--- config.mk ---
export PLATFORM = sky130hd
export DESIGN_NAME = cmcb_regs
export DESIGN_NICKNAME = d
export VERILOG_FILES = /design/src/cmcb_pkg.sv /design/src/cmcb_regs.sv
export SDC_FILE = /design/constraint.sdc
export NUM_CORES = 1
export LEC_CHECK = 0
export ABC_CLOCK_PERIOD_IN_PS = 3560
export BUFFER_PORTS_ARGS = -buffer_cell sky130_fd_sc_hd__buf_2
export CAP_MARGIN = 20
export CORE_MARGIN = 1
export CORE_UTILIZATION = 35
export DETAILED_ROUTE_END_ITERATION = 8
export GPL_TIMING_DRIVEN = 0
export PLACE_DENSITY = 0.57
export SLEW_MARGIN = 30
export SYNTH_ARGS = -nofsm -noshare
export SYNTH_HDL_FRONTEND = slang
export SYNTH_SLANG_ARGS = --single-unit
--- constraint.sdc ---
create_clock -name clk -period 3.56 [get_ports clk]
set_clock_uncertainty 0.15 [all_clocks]
set_input_delay 0 -clock clk [delete_from_list [all_inputs] [get_ports clk]]
set_output_delay 0 -clock clk [all_outputs]
set_load 0.03 [all_outputs]
--- src/cmcb_pkg.sv ---
package cmcb_pkg;
  // register indices; byte address is four times the index
  localparam logic [3:0]  CMCB_IDX_CONFIG   = 4'h0;
  localparam logic [3:0]  CMCB_IDX_RESERVED = 4'h1;
  localparam logic [3:0]  CMCB_IDX_EXT_E    = 4'hE;
  localparam logic [5:0]  CMCB_ADDR_CONFIG   = 6'h00;
  localparam logic [5:0]  CMCB_ADDR_RESERVED = 6'h04;
  localparam logic [5:0]  CMCB_ADDR_EXT_E    = 6'h38;
  localparam logic [5:0]  CMCB_ADDR_STATUS   = 6'h3C;
  // field positions
  localparam int CMCB_POS_DES_HI  = 7;
  localparam int CMCB_POS_DES_LO  = 5;
  localparam int CMCB_POS_INSEL   = 6;
  localparam int CMCB_POS_TIE     = 5;
  localparam int CMCB_POS_TWOS    = 4;
  localparam int CMCB_POS_TSTAMP  = 3;
  localparam int CMCB_POS_SDR     = 2;
  localparam int CMCB_POS_CLOCK_DRIVEN_IQ   = 6;
  localparam int CMCB_POS_DEMUX   = 7;
  // reset values
  localparam logic [15:0] CMCB_RST_CONFIG   = 16'h2000;
  localparam logic [15:0] CMCB_RST_RESERVED = 16'h2903;
  localparam logic [15:0] CMCB_RST_EXT_E    = 16'h0000;
  localparam logic [1:0]  CMCB_FIXED_LOW    = 2'h0;
  // decoded submode codes for bits 7:5
  localparam logic [2:0]  CMCB_CODE_Q_ONLY  = 3'h6;
  localparam logic [2:0]  CMCB_CODE_TIED    = 3'h5;
  localparam logic [2:0]  CMCB_CODE_CLK_IQ  = 3'h0;

  typedef enum logic [4:0] {
    CMCB_MODE_NONE      = 5'h01,
    CMCB_MODE_I_ONLY    = 5'h02,
    CMCB_MODE_Q_ONLY    = 5'h04,
    CMCB_MODE_TIED      = 5'h08,
    CMCB_MODE_CLK_IQ    = 5'h10
  } cmcb_mode_e;

  typedef struct packed {
    logic       interleave_active;
    logic       input_q;
    logic       inputs_tied;
    logic       twos_complement_select;
    logic       time_stamp_enable;
    logic       single_rate_select;
    logic       illegal_rate_combo;
    cmcb_mode_e mode;
  } cmcb_ctrl_s;
endpackage : cmcb_pkg

--- src/cmcb_regs.sv ---
// Functional notes
// [RULE1] in interleaved mode bit 6 picks the sampled input: 0 I, 1 Q.
// [RULE2] in interleaved mode bit 5 set ties I and Q inputs together.
// [RULE3] submodes decode from bits 7:5 plus bit 6 of register E.
// [RULE4] bit 4 clear gives offset binary, set gives two's complement.
// [RULE5] bit 3 resets to 0, time stamp off; writing 1 enables it.
// [RULE6] bit 2 resets to 0 for dual rate; 1 selects single rate.
// [RULE7] software must not pair dual rate output with 1:2 demux.
// [RULE8] software keeps configuration bits 1:0 at their fixed values.
// [RULE9] software writes only the power-on pattern to reserved word one.
module cmcb_regs
  import cmcb_pkg::*;
(
  // clock and reset
  input  wire logic        clk,
  input  wire logic        rst_b,
  // avalon-mm slave
  input  wire logic [5:0]  address,
  input  wire logic        read,
  input  wire logic        write,
  input  wire logic [31:0] writedata,
  input  wire logic [3:0]  byteenable,
  output logic [31:0]      readdata,
  output logic             waitrequest,
  output logic [1:0]       response,
  // decoded controls
  output cmcb_ctrl_s       ctrl
);

  logic [15:0] converter_configuration;
  logic [15:0] reserved_word_one;
  logic [15:0] config_ext_e;
  logic        ack;
  cmcb_ctrl_s  next_ctrl;
  cmcb_mode_e  next_mode;

  // one wait state per access so read data comes from a flop
  wire req      = read | write;
  wire hit_cfg  = (address == CMCB_ADDR_CONFIG);
  wire hit_rsv  = (address == CMCB_ADDR_RESERVED);
  wire hit_ext  = (address == CMCB_ADDR_EXT_E);
  wire hit_sts  = (address == CMCB_ADDR_STATUS);
  wire mapped   = hit_cfg | hit_rsv | hit_ext | hit_sts;
  wire wr_go    = write & ack;
  wire [15:0] wmask = {{8{byteenable[1]}}, {8{byteenable[0]}}};

  assign waitrequest = req & ~ack;

  function automatic logic [15:0] merge(input logic [15:0] old, input logic [31:0] wd,
                                        input logic [15:0] m);
    merge = (old & ~m) | (wd[15:0] & m);
  endfunction : merge

  wire [2:0] des_bits = converter_configuration[CMCB_POS_DES_HI:CMCB_POS_DES_LO];
  wire       des_on   = converter_configuration[CMCB_POS_DES_HI];
  wire       clk_iq   = config_ext_e[CMCB_POS_CLOCK_DRIVEN_IQ];
  wire       demux    = config_ext_e[CMCB_POS_DEMUX];

  // submode decode
  always_comb begin
    if (des_bits == CMCB_CODE_Q_ONLY && !clk_iq) begin  // [RULE3]
      next_mode = CMCB_MODE_Q_ONLY;
    end else if (des_bits == CMCB_CODE_TIED && !clk_iq) begin  // [RULE3]
      next_mode = CMCB_MODE_TIED;
    end else if (des_bits == CMCB_CODE_CLK_IQ && clk_iq) begin  // [RULE3]
      next_mode = CMCB_MODE_CLK_IQ;
    end else if (des_on) begin
      next_mode = CMCB_MODE_I_ONLY;
    end else begin
      next_mode = CMCB_MODE_NONE;
    end
  end

  always_comb begin
    next_ctrl.mode = next_mode;
    next_ctrl.interleave_active = (next_mode != CMCB_MODE_NONE);
    // input select only matters while bit 7 is set
    next_ctrl.input_q = des_on & converter_configuration[CMCB_POS_INSEL];  // [RULE1]
    next_ctrl.inputs_tied = des_on & converter_configuration[CMCB_POS_TIE];  // [RULE2]
    next_ctrl.twos_complement_select = converter_configuration[CMCB_POS_TWOS];  // [RULE4]
    next_ctrl.time_stamp_enable = converter_configuration[CMCB_POS_TSTAMP];  // [RULE5]
    next_ctrl.single_rate_select = converter_configuration[CMCB_POS_SDR];  // [RULE6]
    // flagged, not blocked: software owns this combination
    next_ctrl.illegal_rate_combo = demux & ~converter_configuration[CMCB_POS_SDR];  // [RULE7]
  end

  always_ff @(posedge clk or negedge rst_b) begin
    if (!rst_b) begin
      ack <= 1'b0;
    end else begin
      ack <= req & ~ack;
    end
  end

  always_ff @(posedge clk or negedge rst_b) begin
    if (!rst_b) begin
      converter_configuration <= CMCB_RST_CONFIG;  // [RULE5] [RULE6]
      reserved_word_one       <= CMCB_RST_RESERVED;
      config_ext_e            <= CMCB_RST_EXT_E;
    end else if (wr_go) begin
      if (hit_cfg) begin
        converter_configuration <= merge(converter_configuration, writedata, wmask);
      end
      // stored as written; holding the pattern is software's duty
      if (hit_rsv) begin
        reserved_word_one <= merge(reserved_word_one, writedata, wmask);  // [RULE9]
      end
      if (hit_ext) begin
        config_ext_e <= merge(config_ext_e, writedata, wmask);
      end
    end
  end

  always_ff @(posedge clk or negedge rst_b) begin
    if (!rst_b) begin
      readdata <= 32'h0000_0000;
      response <= 2'h0;
      ctrl     <= '{default: 1'b0, mode: CMCB_MODE_NONE};
    end else begin
      ctrl <= next_ctrl;
      if (req && !ack) begin
        response <= mapped ? 2'h0 : 2'h3;
        if (hit_cfg) begin
          // bits 1:0 read back as held; software keeps them fixed
          readdata <= {16'h0000, converter_configuration};  // [RULE8]
        end else if (hit_rsv) begin
          readdata <= {16'h0000, reserved_word_one};
        end else if (hit_ext) begin
          readdata <= {16'h0000, config_ext_e};
        end else if (hit_sts) begin
          readdata <= {16'h0000, 4'h0, next_ctrl.illegal_rate_combo,
                       next_ctrl.mode, next_ctrl.interleave_active,
                       next_ctrl.input_q, next_ctrl.inputs_tied,
                       next_ctrl.twos_complement_select,
                       next_ctrl.time_stamp_enable, next_ctrl.single_rate_select};
        end else begin
          readdata <= 32'h0000_0000;
        end
      end
    end
  end

endmodule : cmcb_regs

==> impl_summary.md, run 1 <==
Run status
The flow ran to the end, and the final reports show no timing, DRC or antenna violations.

Finish
The area taken by multi-input logic gates is about 1400 um2. In the final layout, flip-flops and latches occupy between 1500 and 2000 um2. Fill cells in the final layout number about 970. Compared with the post-synthesis result, the final layout area differs by 27.3%.

Cells with a size suffix above 1 make up roughly 40% of the layout. The library cell used most frequently in the layout, excluding fill and tap cells, is sky130_fd_sc_hd__dfrtp_1. The total inserted antenna cells is 0.

The final layout net count is between 400 and 500. The post-route cell area is between 4000 and 5000 um2. The number of cells in the finished layout apart from fillers is approximately 540. The library cells used most frequently in the layout, excluding fill and tap cells, are 71 x sky130_fd_sc_hd__dfrtp_1, 59 x sky130_fd_sc_hd__buf_2, 42 x sky130_fd_sc_hd__mux2_2, 22 x sky130_fd_sc_hd__nor2_1, 20 x sky130_fd_sc_hd__dlygate4sd3_1. The final core utilization is a little under half.

Power
Summed over all cells, the static leakage comes to 2.25 nW. For this design the ratio of total power to cell area is approximately 460 nW/um2. After layout, the design draws a total of about 0.0021 W. The worst-case IR drop observed on VDD is 0.242 mV.

Clocking
The buffer levels on the longest clock path is 2. The TritonCTS buffer count is 9. The root cell of the clock tree is sky130_fd_sc_hd__clkbuf_8. The count of clock tree sinks is 78. TritonCTS built the clock tree. After clock tree synthesis, the clock-pin slew on the worst setup and hold paths is 0.07 ns. In this run the number of H-tree levels came out at 3. The number of instances resized during post-cts repair is 0. The clock reaches the later pin of the worst-skew pair after 0.34 ns. Once the clock tree was built, the setup fixing pass inserted 0 buffers.

Setup path
The length in cells of the worst reg-to-reg path is 6. The critical register-to-register path endpoint is readdata[11]. Tracing the worst setup path back leads to its startpoint at ack. The timing endpoint of the critical path is waitrequest. Data on the critical path arrives at its endpoint at about 2.6 ns. The kind of start point of the critical path is a flop. The maximum fanout encountered on the critical timing path is 11. Walking the worst path, the cells encountered are o21bai_1 > inv_1 > clkbuf_1 > buf_1 > buf_2. The kind of end point of the critical path is a primary output. The slowest stage of the critical path is the sky130_fd_sc_hd__buf_1 cell. In this run the number of cells on the critical path is 5. The worst setup path is of the reg -> out kind.

The worst flop-to-flop path startpoint is ack. The required time of the worst setup path is ~3.4 ns. Setup slack on the worst reg-to-reg path comes out at roughly 1.1 ns. The largest single stage delay on the critical path is slightly below 0.6 ns.

The number of buffer and inverter stages on the critical path is 4. The largest delay contributor family on the critical path is buffers and inverters.

Drt
The final antenna-violating net count is 0. Wires add up to about 8.8 mm. The number of vias per cell is a little under 5. Across all layers, the routed design uses between 2k and 3k vias. The DRC violations left is 0. The average detailed-routed wire length per instance is ~16 um. The count of routing violations after the opening detailed-route iteration is about 100. The first-pass detailed-route iteration total is 4.

Die
The die covers 10500 um2. The total area inside the core boundary comes to around 10000 um2. The floorplan has 36 rows. The floorplan step set the die width to a little over 100 um.

The floorplan die height is roughly 100 um. The number of top-level design ports is between 90 and 100. The initial utilization of the core area, before any placement, comes to between 30 and 40%.

Global route
The number of antenna violations at the first check in global routing is 0. The global-route wire length before repair is 13.7 mm. The remaining global-route overflow is 0. The number of global-route vias before repair is approximately 2.5k.

The largest net degree at the start of global routing is 56. Global routing consumed, over all layers together, 17.8% of the routing resources.

STA
Setup violations remaining at the end of the flow were counted as 0. Headroom to the max-slew limit came out at between 40% and 50%. The final cycle utilization of the critical path is about three quarters. The final max-slew violation count was 0. For the pin with the worst max-slew slack, the measured transition is approximately 0.79 ns. The highest achievable clock rate is about 370 MHz. The final period demand of the worst path is ~2.7 ns. The number of hold violations in the final report was 0. Setup repair after global routing left no endpoint under its margin.

The final sum of negative setup slack is 0 ns.

Job
The max-capacitance violation count is 0.

Synth
The post-synthesis instance area is 3550 um2. Counting flops and latches in the post-synthesis netlist gives 78. In this run, synthesis inferred 0 flip-flops with an integrated enable.

Counting every instance in the synthesized netlist gives slightly below 300. For this run, the number of Yosys warnings is 0. After synthesis, the netlist uses between 40 and 50 different library cells.

The per-instance average area after synthesis is between 10 and 15 um2. For this run, asynchronously set or reset flops after synthesis account for 100%. The share of the Yosys chip area taken by registers is between 50% and 60%. The primary flip-flop cell chosen by synthesis mapping is sky130_fd_sc_hd__dfrtp_1.

Placed design
At the end of routability-driven placement, the weighted congestion stood at a little under 0.8. Detailed placement finished with a half-perimeter wire length of between 5 and 6 mm. The total cell area at the placement stage is 4090 um2. The number of cells in the design after placement is about 500. Buffers placed on the I/O ports in this run total between 50 and 60.

Hold path
The worst hold path stage count is 4. The min-delay analysis places its worst path in the category in -> reg.
[where the power goes]
| group | switching, W | internal [W] |
|---|---|---|
| sequential | 0.0000370 | 0.000953 |
| clock | 0.000311 | 0.000402 |
| combinational | 0.000233 | 0.000131 |
| total | 0.000581 | 0.00149 |
[area by class of cell]
type                            count  share of cell area (%)
Sequential cell                    78                    43.4
Multi-Input combinational cell    194                    31.8
Timing Repair Buffer               79                    11.6
Inverter                            6                   0.499
Clock buffer                       14                    4.05
Buffer                             29                    4.05
Clock inverter                      2                   0.831
Tap cell                          133                    3.69
[synth_stat cells, types with 2 or more instances]
cell	instances	area [um2]
sky130_fd_sc_hd__mux2i_1	2	20.0
sky130_fd_sc_hd__buf_4	17	128
sky130_fd_sc_hd__mux2_4	8	120
sky130_fd_sc_hd__dfstp_2	7	184
sky130_fd_sc_hd__o21ai_0	7	35.0
sky130_fd_sc_hd__mux2_1	2	22.5
sky130_fd_sc_hd__nor3_2	2	20.0
sky130_fd_sc_hd__a21o_1	3	22.5
sky130_fd_sc_hd__mux2_2	42	473
sky130_fd_sc_hd__and3_1	7	43.8
sky130_fd_sc_hd__a31oi_1	2	12.5
sky130_fd_sc_hd__clkbuf_1	8	30.0
sky130_fd_sc_hd__or3_1	3	18.8
sky130_fd_sc_hd__nor4_1	3	18.8
sky130_fd_sc_hd__buf_2	2	10.0
sky130_fd_sc_hd__a221oi_1	8	70.1
sky130_fd_sc_hd__nand2_1	8	30.0
sky130_fd_sc_hd__inv_1	6	22.5
sky130_fd_sc_hd__o21a_1	2	15.0
sky130_fd_sc_hd__a22o_1	5	43.8
sky130_fd_sc_hd__nand3_1	10	50.1
sky130_fd_sc_hd__a21oi_1	14	70.1
sky130_fd_sc_hd__or2_2	2	12.5
sky130_fd_sc_hd__nor3_1	5	25.0
sky130_fd_sc_hd__nor2_2	4	25.0
sky130_fd_sc_hd__nor2_1	22	82.6
sky130_fd_sc_hd__dfrtp_1	71	1780
[cells by family after synthesis]
group	synth area share, %
flops	55.3
simple gates	11.1
mux	17.9
compound gates	9.52
buf+inv	5.78
xor+xnor	0.247
other cells	0.106
[metrics by stage]
| step | hold slack, ns | setup WS [ns] |
|---|---|---|
| floorplan | -0.446 | 1.63 |
| global placement | 0.0941 | 1.16 |
| detailed placement | -0.277 | 1.13 |
| CTS | 0.00171 | 0.773 |
| global route | 0.0212 | 0.678 |
| finish | 0.00509 | 0.843 |
[routing by layer]
| metal | share of wire (%) | up-vias | routed length (um) | global-route usage, % |
|---|---|---|---|---|
| li1 | - | 1228 | - | - |
| met1 | 48 | 1291 | 4210 | 25.9 |
| met2 | 47 | 84 | 4110 | 27.4 |
| met3 | 4.4 | 7 | 387 | 2.78 |
| met4 | 0.93 | 0 | 82 | 5.27 |
| met5 | 0 | - | 0 | 0 |
[worst min path at each step]
stage            startpoint                    endpoint  slack (ns)
2_1_floorplan         rst_b  asynchronous set/reset pin       -0.45
3_3_place_gp   writedata[2]                        flop        0.09
3_5_place_dp          rst_b                readdata[13]       -0.28
4_1_cts          address[0]                readdata[11]       0.002
5_1_grt          address[0]                readdata[11]        0.02
6_report         address[0]                readdata[11]       0.005
[worst reg2reg max path: stages, from the launching register on]
cell                       delay, ns
sky130_fd_sc_hd__dfrtp_1        0.39
sky130_fd_sc_hd__o21bai_1       0.34
sky130_fd_sc_hd__inv_1          0.15
sky130_fd_sc_hd__clkbuf_1       0.45
sky130_fd_sc_hd__buf_1          0.58
sky130_fd_sc_hd__nor2_1         0.11
sky130_fd_sc_hd__a21oi_1        0.17
[repair_timing]
action                     4_1_cts  5_1_grt
hold buffers                    21        0
setup endpoints to repair        0        0
hold endpoints to repair       131        0
(Power assumes the default switching activity.)
==> inputs of run 2 (changes only) <==
- ABC_CLOCK_PERIOD_IN_PS: 3560 -> 2700
- clock period: 3.56 -> 2.7 ns (I/O delays scaled with it)
==> run 2 against run 1 <==
Against the previous run:
- the run now ends with hold timing left
- global-route usage is the same
- critical path depth stayed put
- sequential power rose by 31%
- flip-flop and latch count is the same
- highest routed layer unchanged
- largest power group unchanged
- via count decreased by 0.50%
- largest cell class unchanged
==> impl_summary.md, run 2 (same netlist as run 1, synthesis figures left out) <==
Run status
The flow ran to the end, but the final reports show violations. The checks that failed: hold timing.

STA
The final max-slew violation count came to 0 (unchanged). The final worst hold slack is -0.00502 ns (-0.0101 ns). The transition time at the pin with the least slew margin is 0.761 ns (-0.0245 ns). The final sum of negative setup slack is 0 ns (unchanged). The worst slew slack as a fraction of its limit was 49.1% (+1.6 points). The worst path uses roughly 91% of the clock period. The clock period could shrink to roughly 2.5 ns. The number of hold violations in the final report came to 2 (+2). Setup repair after global routing left no endpoint under its margin. The total setup violations reported at the end of the flow is 0 (unchanged). The highest achievable clock rate is 406 MHz.

Placed design
The total cell area at the placement stage is 4090 um2 (unchanged). The number of cells in the design after placement is 498 (unchanged). The count of buffers from port buffering is 57 (unchanged). The half-perimeter wire length after placement came to 5.83 mm (unchanged).

The last weighted congestion value of the routability-driven placer is 0.776 (unchanged).

Hold path
The worst hold path stage count is 4 (unchanged). The path category of the worst min-delay check is in -> reg.

Drt
The first-pass detailed-route iteration total was 4 (unchanged). The routed wire length is 8.75 mm (-0.33%). The final antenna-violating net count is 0 (unchanged). The DRC violations left is 0 (unchanged). The count of routing violations after the opening detailed-route iteration is 110 (+8.9%). The count of vias placed by the detailed router came to 2597 (-0.50%). The average detailed-routed wire length per instance was 16.4 um (-0.14%). The number of vias per cell was 4.86 (-0.31%).

Power
The power density relative to cell area is 605 nW/um2 (+32%). The largest vdd supply drop is 0.319 mV (+32%). The leakage dissipation is 2.24 nW (-0.15%). The power after layout is 0.00272 W (+32%).

Finish
The final-layout fill cell count is 964 (-0.10%). The total inserted antenna cells is 0 (unchanged). The number of cells in the finished layout apart from fillers is 534 (-0.19%). The final layout net count is 442 (-0.23%). In the layout the commonest cells are 71 x sky130_fd_sc_hd__dfrtp_1, 60 x sky130_fd_sc_hd__buf_2, 42 x sky130_fd_sc_hd__mux2_2, 22 x sky130_fd_sc_hd__nor2_1, 19 x sky130_fd_sc_hd__dlygate4sd3_1. The share of cells above drive strength 1 is 40.6% (+0.35 points).

The relative area change from synthesis to final layout is 27.0%. The area taken by multi-input logic gates is 1440 um2 (unchanged). The register area is 1960 um2 (unchanged).

The library cell used most frequently in the layout, excluding fill and tap cells, is sky130_fd_sc_hd__dfrtp_1. The post-route cell area was 4510 um2 (-0.19%).

Setup path
The kind of end point of the critical path is a primary output. The arrival time at the worst endpoint is 2.32 ns (-0.25 ns). The signal on the critical path passes through o21bai_1 > inv_1 > clkbuf_1 > buf_2 > buf_2. The required time of the worst setup path is 2.55 ns (-0.86 ns). In this design, the critical path's most frequently occurring cell is sky130_fd_sc_hd__buf_2. The length in cells of the worst reg-to-reg path is 6 (unchanged). The kind of start point of the critical path is a flop. The maximum fanout encountered on the critical timing path came to 11 (unchanged).

The worst-path cell with the longest stage delay is sky130_fd_sc_hd__clkbuf_1. The worst stage delay on the critical path is 0.45 ns (-0.13 ns). The worst setup path is of the reg -> out kind.

Clocking
The clock latency reported for the late side of the worst-skew pair is 0.34 ns (about the same). The buffer levels on the longest clock path was 2 (unchanged). In this run the clock root is driven by a sky130_fd_sc_hd__clkbuf_8. The depth of the CTS H-tree is 3 (unchanged). The count of clock tree sinks came to 78 (unchanged). The post-CTS setup repair buffer count came to 0 (unchanged). The TritonCTS buffer count is 9 (unchanged). TritonCTS built the clock tree.

The clock slew at the register clock pins of the worst setup and hold paths is 0.08 ns (about the same).

Die
The effective utilization at floorplan is 36.1% (unchanged). The die area came to 10500 um2 (unchanged). The floorplan die width is 103 um (unchanged).

The cell row count came to 36 (unchanged). The floorplan die height is 103 um (unchanged). The area of the core was 9820 um2 (unchanged).

The number of top-level design ports is 93 (unchanged).

Global route
The number of antenna violations at the first check in global routing is 0 (unchanged). The remaining global-route overflow is 0 (unchanged). The number of global-route vias before repair is 2458 (unchanged). The largest net degree at the start of global routing was 56 (unchanged). The combined global-route utilization of all metal layers is 17.8% (unchanged). The global-route wire length before repair is 13.7 mm (unchanged).

Job
The max-capacitance violation count is 0 (unchanged).
==> run 2: changes by cell type in the layout (fill, tap and decap cells not counted) <==
cell,change
sky130_fd_sc_hd__buf_1,-1
sky130_fd_sc_hd__buf_2,+1
sky130_fd_sc_hd__dlygate4sd3_1,-1
==> run 2: final cells by class <==
type	instances	area share [%]
multi-input combinational	194	31.9
clock inverter	2	0.833
timing repair buffer	78	11.4
clock buffer	14	4.05
buffer	29	4.08
sequential	78	43.5
tap	133	3.69
inverter	6	0.500
==> run 2: final timing paths <==
| check | endpoint | slack (ns) | from |
|---|---|---|---|
| worst max register to register | readdata[11] | 0.51 | ack |
| min in group asynchronous | asynchronous set/reset pin | 0.04 | rst_b |
| worst min-delay path | readdata[4] | -0.005 | address[0] |
| worst max-delay path | waitrequest | 0.23 | ack |
| max in group asynchronous | asynchronous set/reset pin | 1.87 | rst_b |
| worst min register to register | ctrl[8] | 0.29 | flop |
==> run 2: worst max-delay path: cells and delay by family, from the launching register on <==
kind | cells | cell delay (ns)
AO/OA/AOI/OAI | 1 | 0.33
flip-flops | 1 | 0.39
buffers and inverters | 4 | 1.26
==> run 2: what timing repair did <==
action                                 in CTS  in global routing
endpoints found under the hold margin     131                  0
gates resized for setup                     1                  0
hold buffers                               21                  0
setup endpoints to repair                   1                  1
==> run 2: metrics by stage <==
step,setup WS (ns),utilization [%]
floorplan,0.770,-
finish,0.234,45.9
CTS,0.121,46.0
global route,0.0973,45.9
global placement,0.299,41.3
detailed placement,0.271,41.6
==> run 2: power breakdown <==
part | total, W | internal (W) | switching [W]
Clock | 0.000940 | 0.000529 | 0.000410
Combinational | 0.000480 | 0.000172 | 0.000307
Sequential | 0.00130 | 0.00126 | 0.0000489
==> run 2: routing by layer <==
metal	track usage [%]	vias up	wire length (um)
met4	5.27	0	89
met2	27.4	75	4170
met3	2.78	8	350
met1	25.9	1286	4150
li1	-	1228	-
met5	0	-	0
==> inputs of run 3 (changes only) <==
- ABC_CLOCK_PERIOD_IN_PS: 2700 -> 2800
- clock period: 2.7 -> 2.8 ns (I/O delays scaled with it)
==> run 3 against run 2 <==
Against the previous run:
- non-clock buffer count increased by 1
- global-route usage unchanged
- the flow now finishes without violations
- highest routed layer unchanged
- worst setup slack got worse by 0.039 ns
- sequential share of layout area fell by 0.096 points
==> impl_summary.md, run 3 (same netlist as run 1, synthesis figures left out) <==
Run status
The run finished with clean final reports.

STA
Setup repair after global routing left no endpoint under its margin. The highest achievable clock rate is between 300 and 400 MHz. The final sum of negative setup slack is 0 ns (unchanged). The worst slew slack as a fraction of its limit is 49.1% (about the same). The number of hold violations in the final report was 0 (-2). The final max-slew violation count is 0 (unchanged). In the finished design, the share of the clock period the worst path needs comes to just over 90%. Counting I/O delays and the setup requirement, the final critical path takes 2.60 ns.

The total setup violations reported at the end of the flow came to 0 (unchanged). The transition time at the pin with the least slew margin is 0.760 ns (-0.000210 ns).

Clocking
The buffer levels on the longest clock path came to 2 (unchanged). The clock latency reported for the late side of the worst-skew pair is 0.34 ns (about the same). In this run the clock root is driven by a sky130_fd_sc_hd__clkbuf_8. TritonCTS built the clock tree.

The count of clock tree sinks is 78 (unchanged). The TritonCTS buffer count is 9 (unchanged). The depth of the CTS H-tree is 3 (unchanged). The clock slew at the register clock pins of the worst setup and hold paths is 0.07 ns (about the same).

Power
The power density relative to cell area is 582 nW/um2 (-3.7%). The internal power consumption is 0.00189 W (-3.5%). The register share of total power is 47.8% (about the same). The net switching fraction of the power is 28.2% (+0.044 points). The clock power share is 34.5% (about the same).

The leakage dissipation is 2.25 nW (+0.28%). The largest vdd supply drop was 0.306 mV (-4.0%). The switching power total is 0.000741 W (-3.3%). The combinational group share of total power is 17.7% (about the same).

Setup path
The worst-case register-to-register setup slack is 0.57 ns (+0.06 ns). The length in cells of the worst reg-to-reg path is 6 (unchanged). The number of buffer and inverter stages on the critical path is 4 (unchanged).

The arrival time at the worst endpoint is 2.72 ns (+0.40 ns). The maximum fanout encountered on the critical timing path was 5 (-6). The kind of start point of the critical path is an input pin. The worst stage delay on the critical path is 0.81 ns (+0.36 ns). The category of the critical setup timing path is in -> reg.

The required time of the worst setup path is 2.91 ns (+0.36 ns). The worst flop-to-flop path startpoint is ack. The kind of end point of the critical path is a flop. In this design, the largest share of critical-path delay is due to buffers and inverters. Counting stages on the worst path, the most repeated cell is sky130_fd_sc_hd__dlygate4sd3_1. In this run the critical register-to-register path is captured at readdata[11]. For this design, the slowest cell found on the critical path is sky130_fd_sc_hd__dlygate4sd3_1. Traced cell by cell, the critical path runs through dlygate4sd3_1 > buf_2 > nor3_2 > dlygate4sd3_1 > o21ai_0 > dlygate4sd3_1 > a31oi_1.

Die
The effective utilization at floorplan came to 36.1% (unchanged). The floorplan die height was 103 um (unchanged). The floorplan die width is 103 um (unchanged). The cell row count is 36 (unchanged). The number of top-level design ports was 93 (unchanged). The area of the core came to 9820 um2 (unchanged). The die area is 10500 um2 (unchanged).

Finish
The leading cell type in the layout, fill and taps excluded is sky130_fd_sc_hd__dfrtp_1. The relative area change from synthesis to final layout is 27.3%. In the layout the commonest cells are 71 x sky130_fd_sc_hd__dfrtp_1, 59 x sky130_fd_sc_hd__buf_2, 42 x sky130_fd_sc_hd__mux2_2, 22 x sky130_fd_sc_hd__nor2_1, 20 x sky130_fd_sc_hd__dlygate4sd3_1. The final layout net count is 443 (+0.23%). The share of cells above drive strength 1 is 40.5% (-0.10 points). The total inserted antenna cells is 0 (unchanged).

The post-route cell area is 4520 um2 (+0.22%).

Hold path
In this run the worst hold path is classified as in -> reg. The worst hold path stage count was 4 (unchanged). The sink of the worst hold path is readdata[11]. The launch instance of the worst min-delay path is address[0].

Global route
The largest net degree at the start of global routing came to 56 (unchanged). The remaining global-route overflow is 0 (unchanged). The global-route wire length before repair came to 13.7 mm (unchanged). The combined global-route utilization of all metal layers is 17.8% (unchanged).

The number of global-route vias before repair is 2458 (unchanged). The number of antenna violations at the first check in global routing is 0 (unchanged).

Drt
The DRC violations left is 0 (unchanged). The count of routing violations after the opening detailed-route iteration is 108 (-1.8%). The number of vias per cell is 4.91 (+1.0%). The final antenna-violating net count is 0 (unchanged). The first-pass detailed-route iteration total is 4 (unchanged).

The count of vias placed by the detailed router is 2628 (+1.2%). The routed wire length was 8.87 mm (+1.3%). The average detailed-routed wire length per instance is 16.6 um (+1.1%).

Placed design
The total cell area at the placement stage is 4090 um2 (unchanged). The half-perimeter wire length after placement is 5.83 mm (unchanged). The last weighted congestion value of the routability-driven placer is 0.776 (unchanged).

The count of buffers from port buffering is 57 (unchanged).

Job
The max-capacitance violation count is 0 (unchanged).
==> run 3: metal layers <==
layer | up-vias | wire length (um) | track usage, %
met3 | 9 | 380 | 2.78
met4 | 0 | 85 | 5.27
met2 | 79 | 4180 | 27.4
li1 | 1229 | - | -
met5 | - | 0 | 0
met1 | 1311 | 4230 | 25.9
==> run 3: what timing repair did <==
action                                  in CTS  in global routing
endpoints found under the setup margin       0                  1
hold buffers                                21                  0
resized for setup                            0                  1
endpoints found under the hold margin      131                  0
setup buffers                                0                  0
==> run 3: worst max-delay path by stage <==
stage / startpoint / endpoint / slack [ns] / cells past startpoint
floorplan: ack / readdata[6] / 0.87 / 5
global placement: ack / waitrequest / 0.40 / 5
detailed placement: ack / readdata[6] / 0.37 / 5
CTS: ack / waitrequest / 0.01 / 5
global route: address[1] / readdata[6] / 0.09 / 7
finish: address[1] / readdata[6] / 0.20 / 7
==> run 3: power by group through the flow <==
stage,Sequential (W),Clock (W),Combinational (W)
final,0.00126,0.000907,0.000464
after global placement,0.00128,0,0.000434
after CTS,0.00126,0.000930,0.000469
after floorplan,0.00137,0,0.000195
after detailed placement,0.00128,0,0.000445
after global routing,0.00127,0.000977,0.000506
==> run 3: worst register-to-register path, cell delays in order (launching register included) <==
cell	delay, ns
sky130_fd_sc_hd__dfrtp_1	0.39
sky130_fd_sc_hd__o21bai_1	0.34
sky130_fd_sc_hd__inv_1	0.15
sky130_fd_sc_hd__clkbuf_1	0.47
sky130_fd_sc_hd__clkbuf_2	0.41
sky130_fd_sc_hd__nor2_1	0.09
sky130_fd_sc_hd__a21oi_1	0.15
==> run 3: final cells by class <==
type / instances / area, um2
buffer: 29 / 184
fill: 966 / 5300
timing repair buffer: 79 / 524
sequential: 78 / 1960
multi-input combinational: 194 / 1440
clock buffer: 14 / 183
tap: 133 / 166
inverter: 6 / 22.5
clock inverter: 2 / 37.5
==> run 3: per-stage QoR <==
stage | setup slack [ns] | util (%) | power (W) | hold slack [ns] | std cells
6_report | 0.195 | 46.0 | 0.00263 | 0.00391 | 535
4_1_cts | 0.0134 | 46.0 | 0.00266 | 0.00171 | 535
5_1_grt | 0.0894 | 46.0 | 0.00275 | 0.0212 | 535
2_1_floorplan | 0.870 | - | 0.00156 | -0.446 | 307
3_3_place_gp | 0.399 | 41.3 | 0.00171 | 0.0941 | 497
3_5_place_dp | 0.371 | 41.6 | 0.00172 | -0.277 | 498
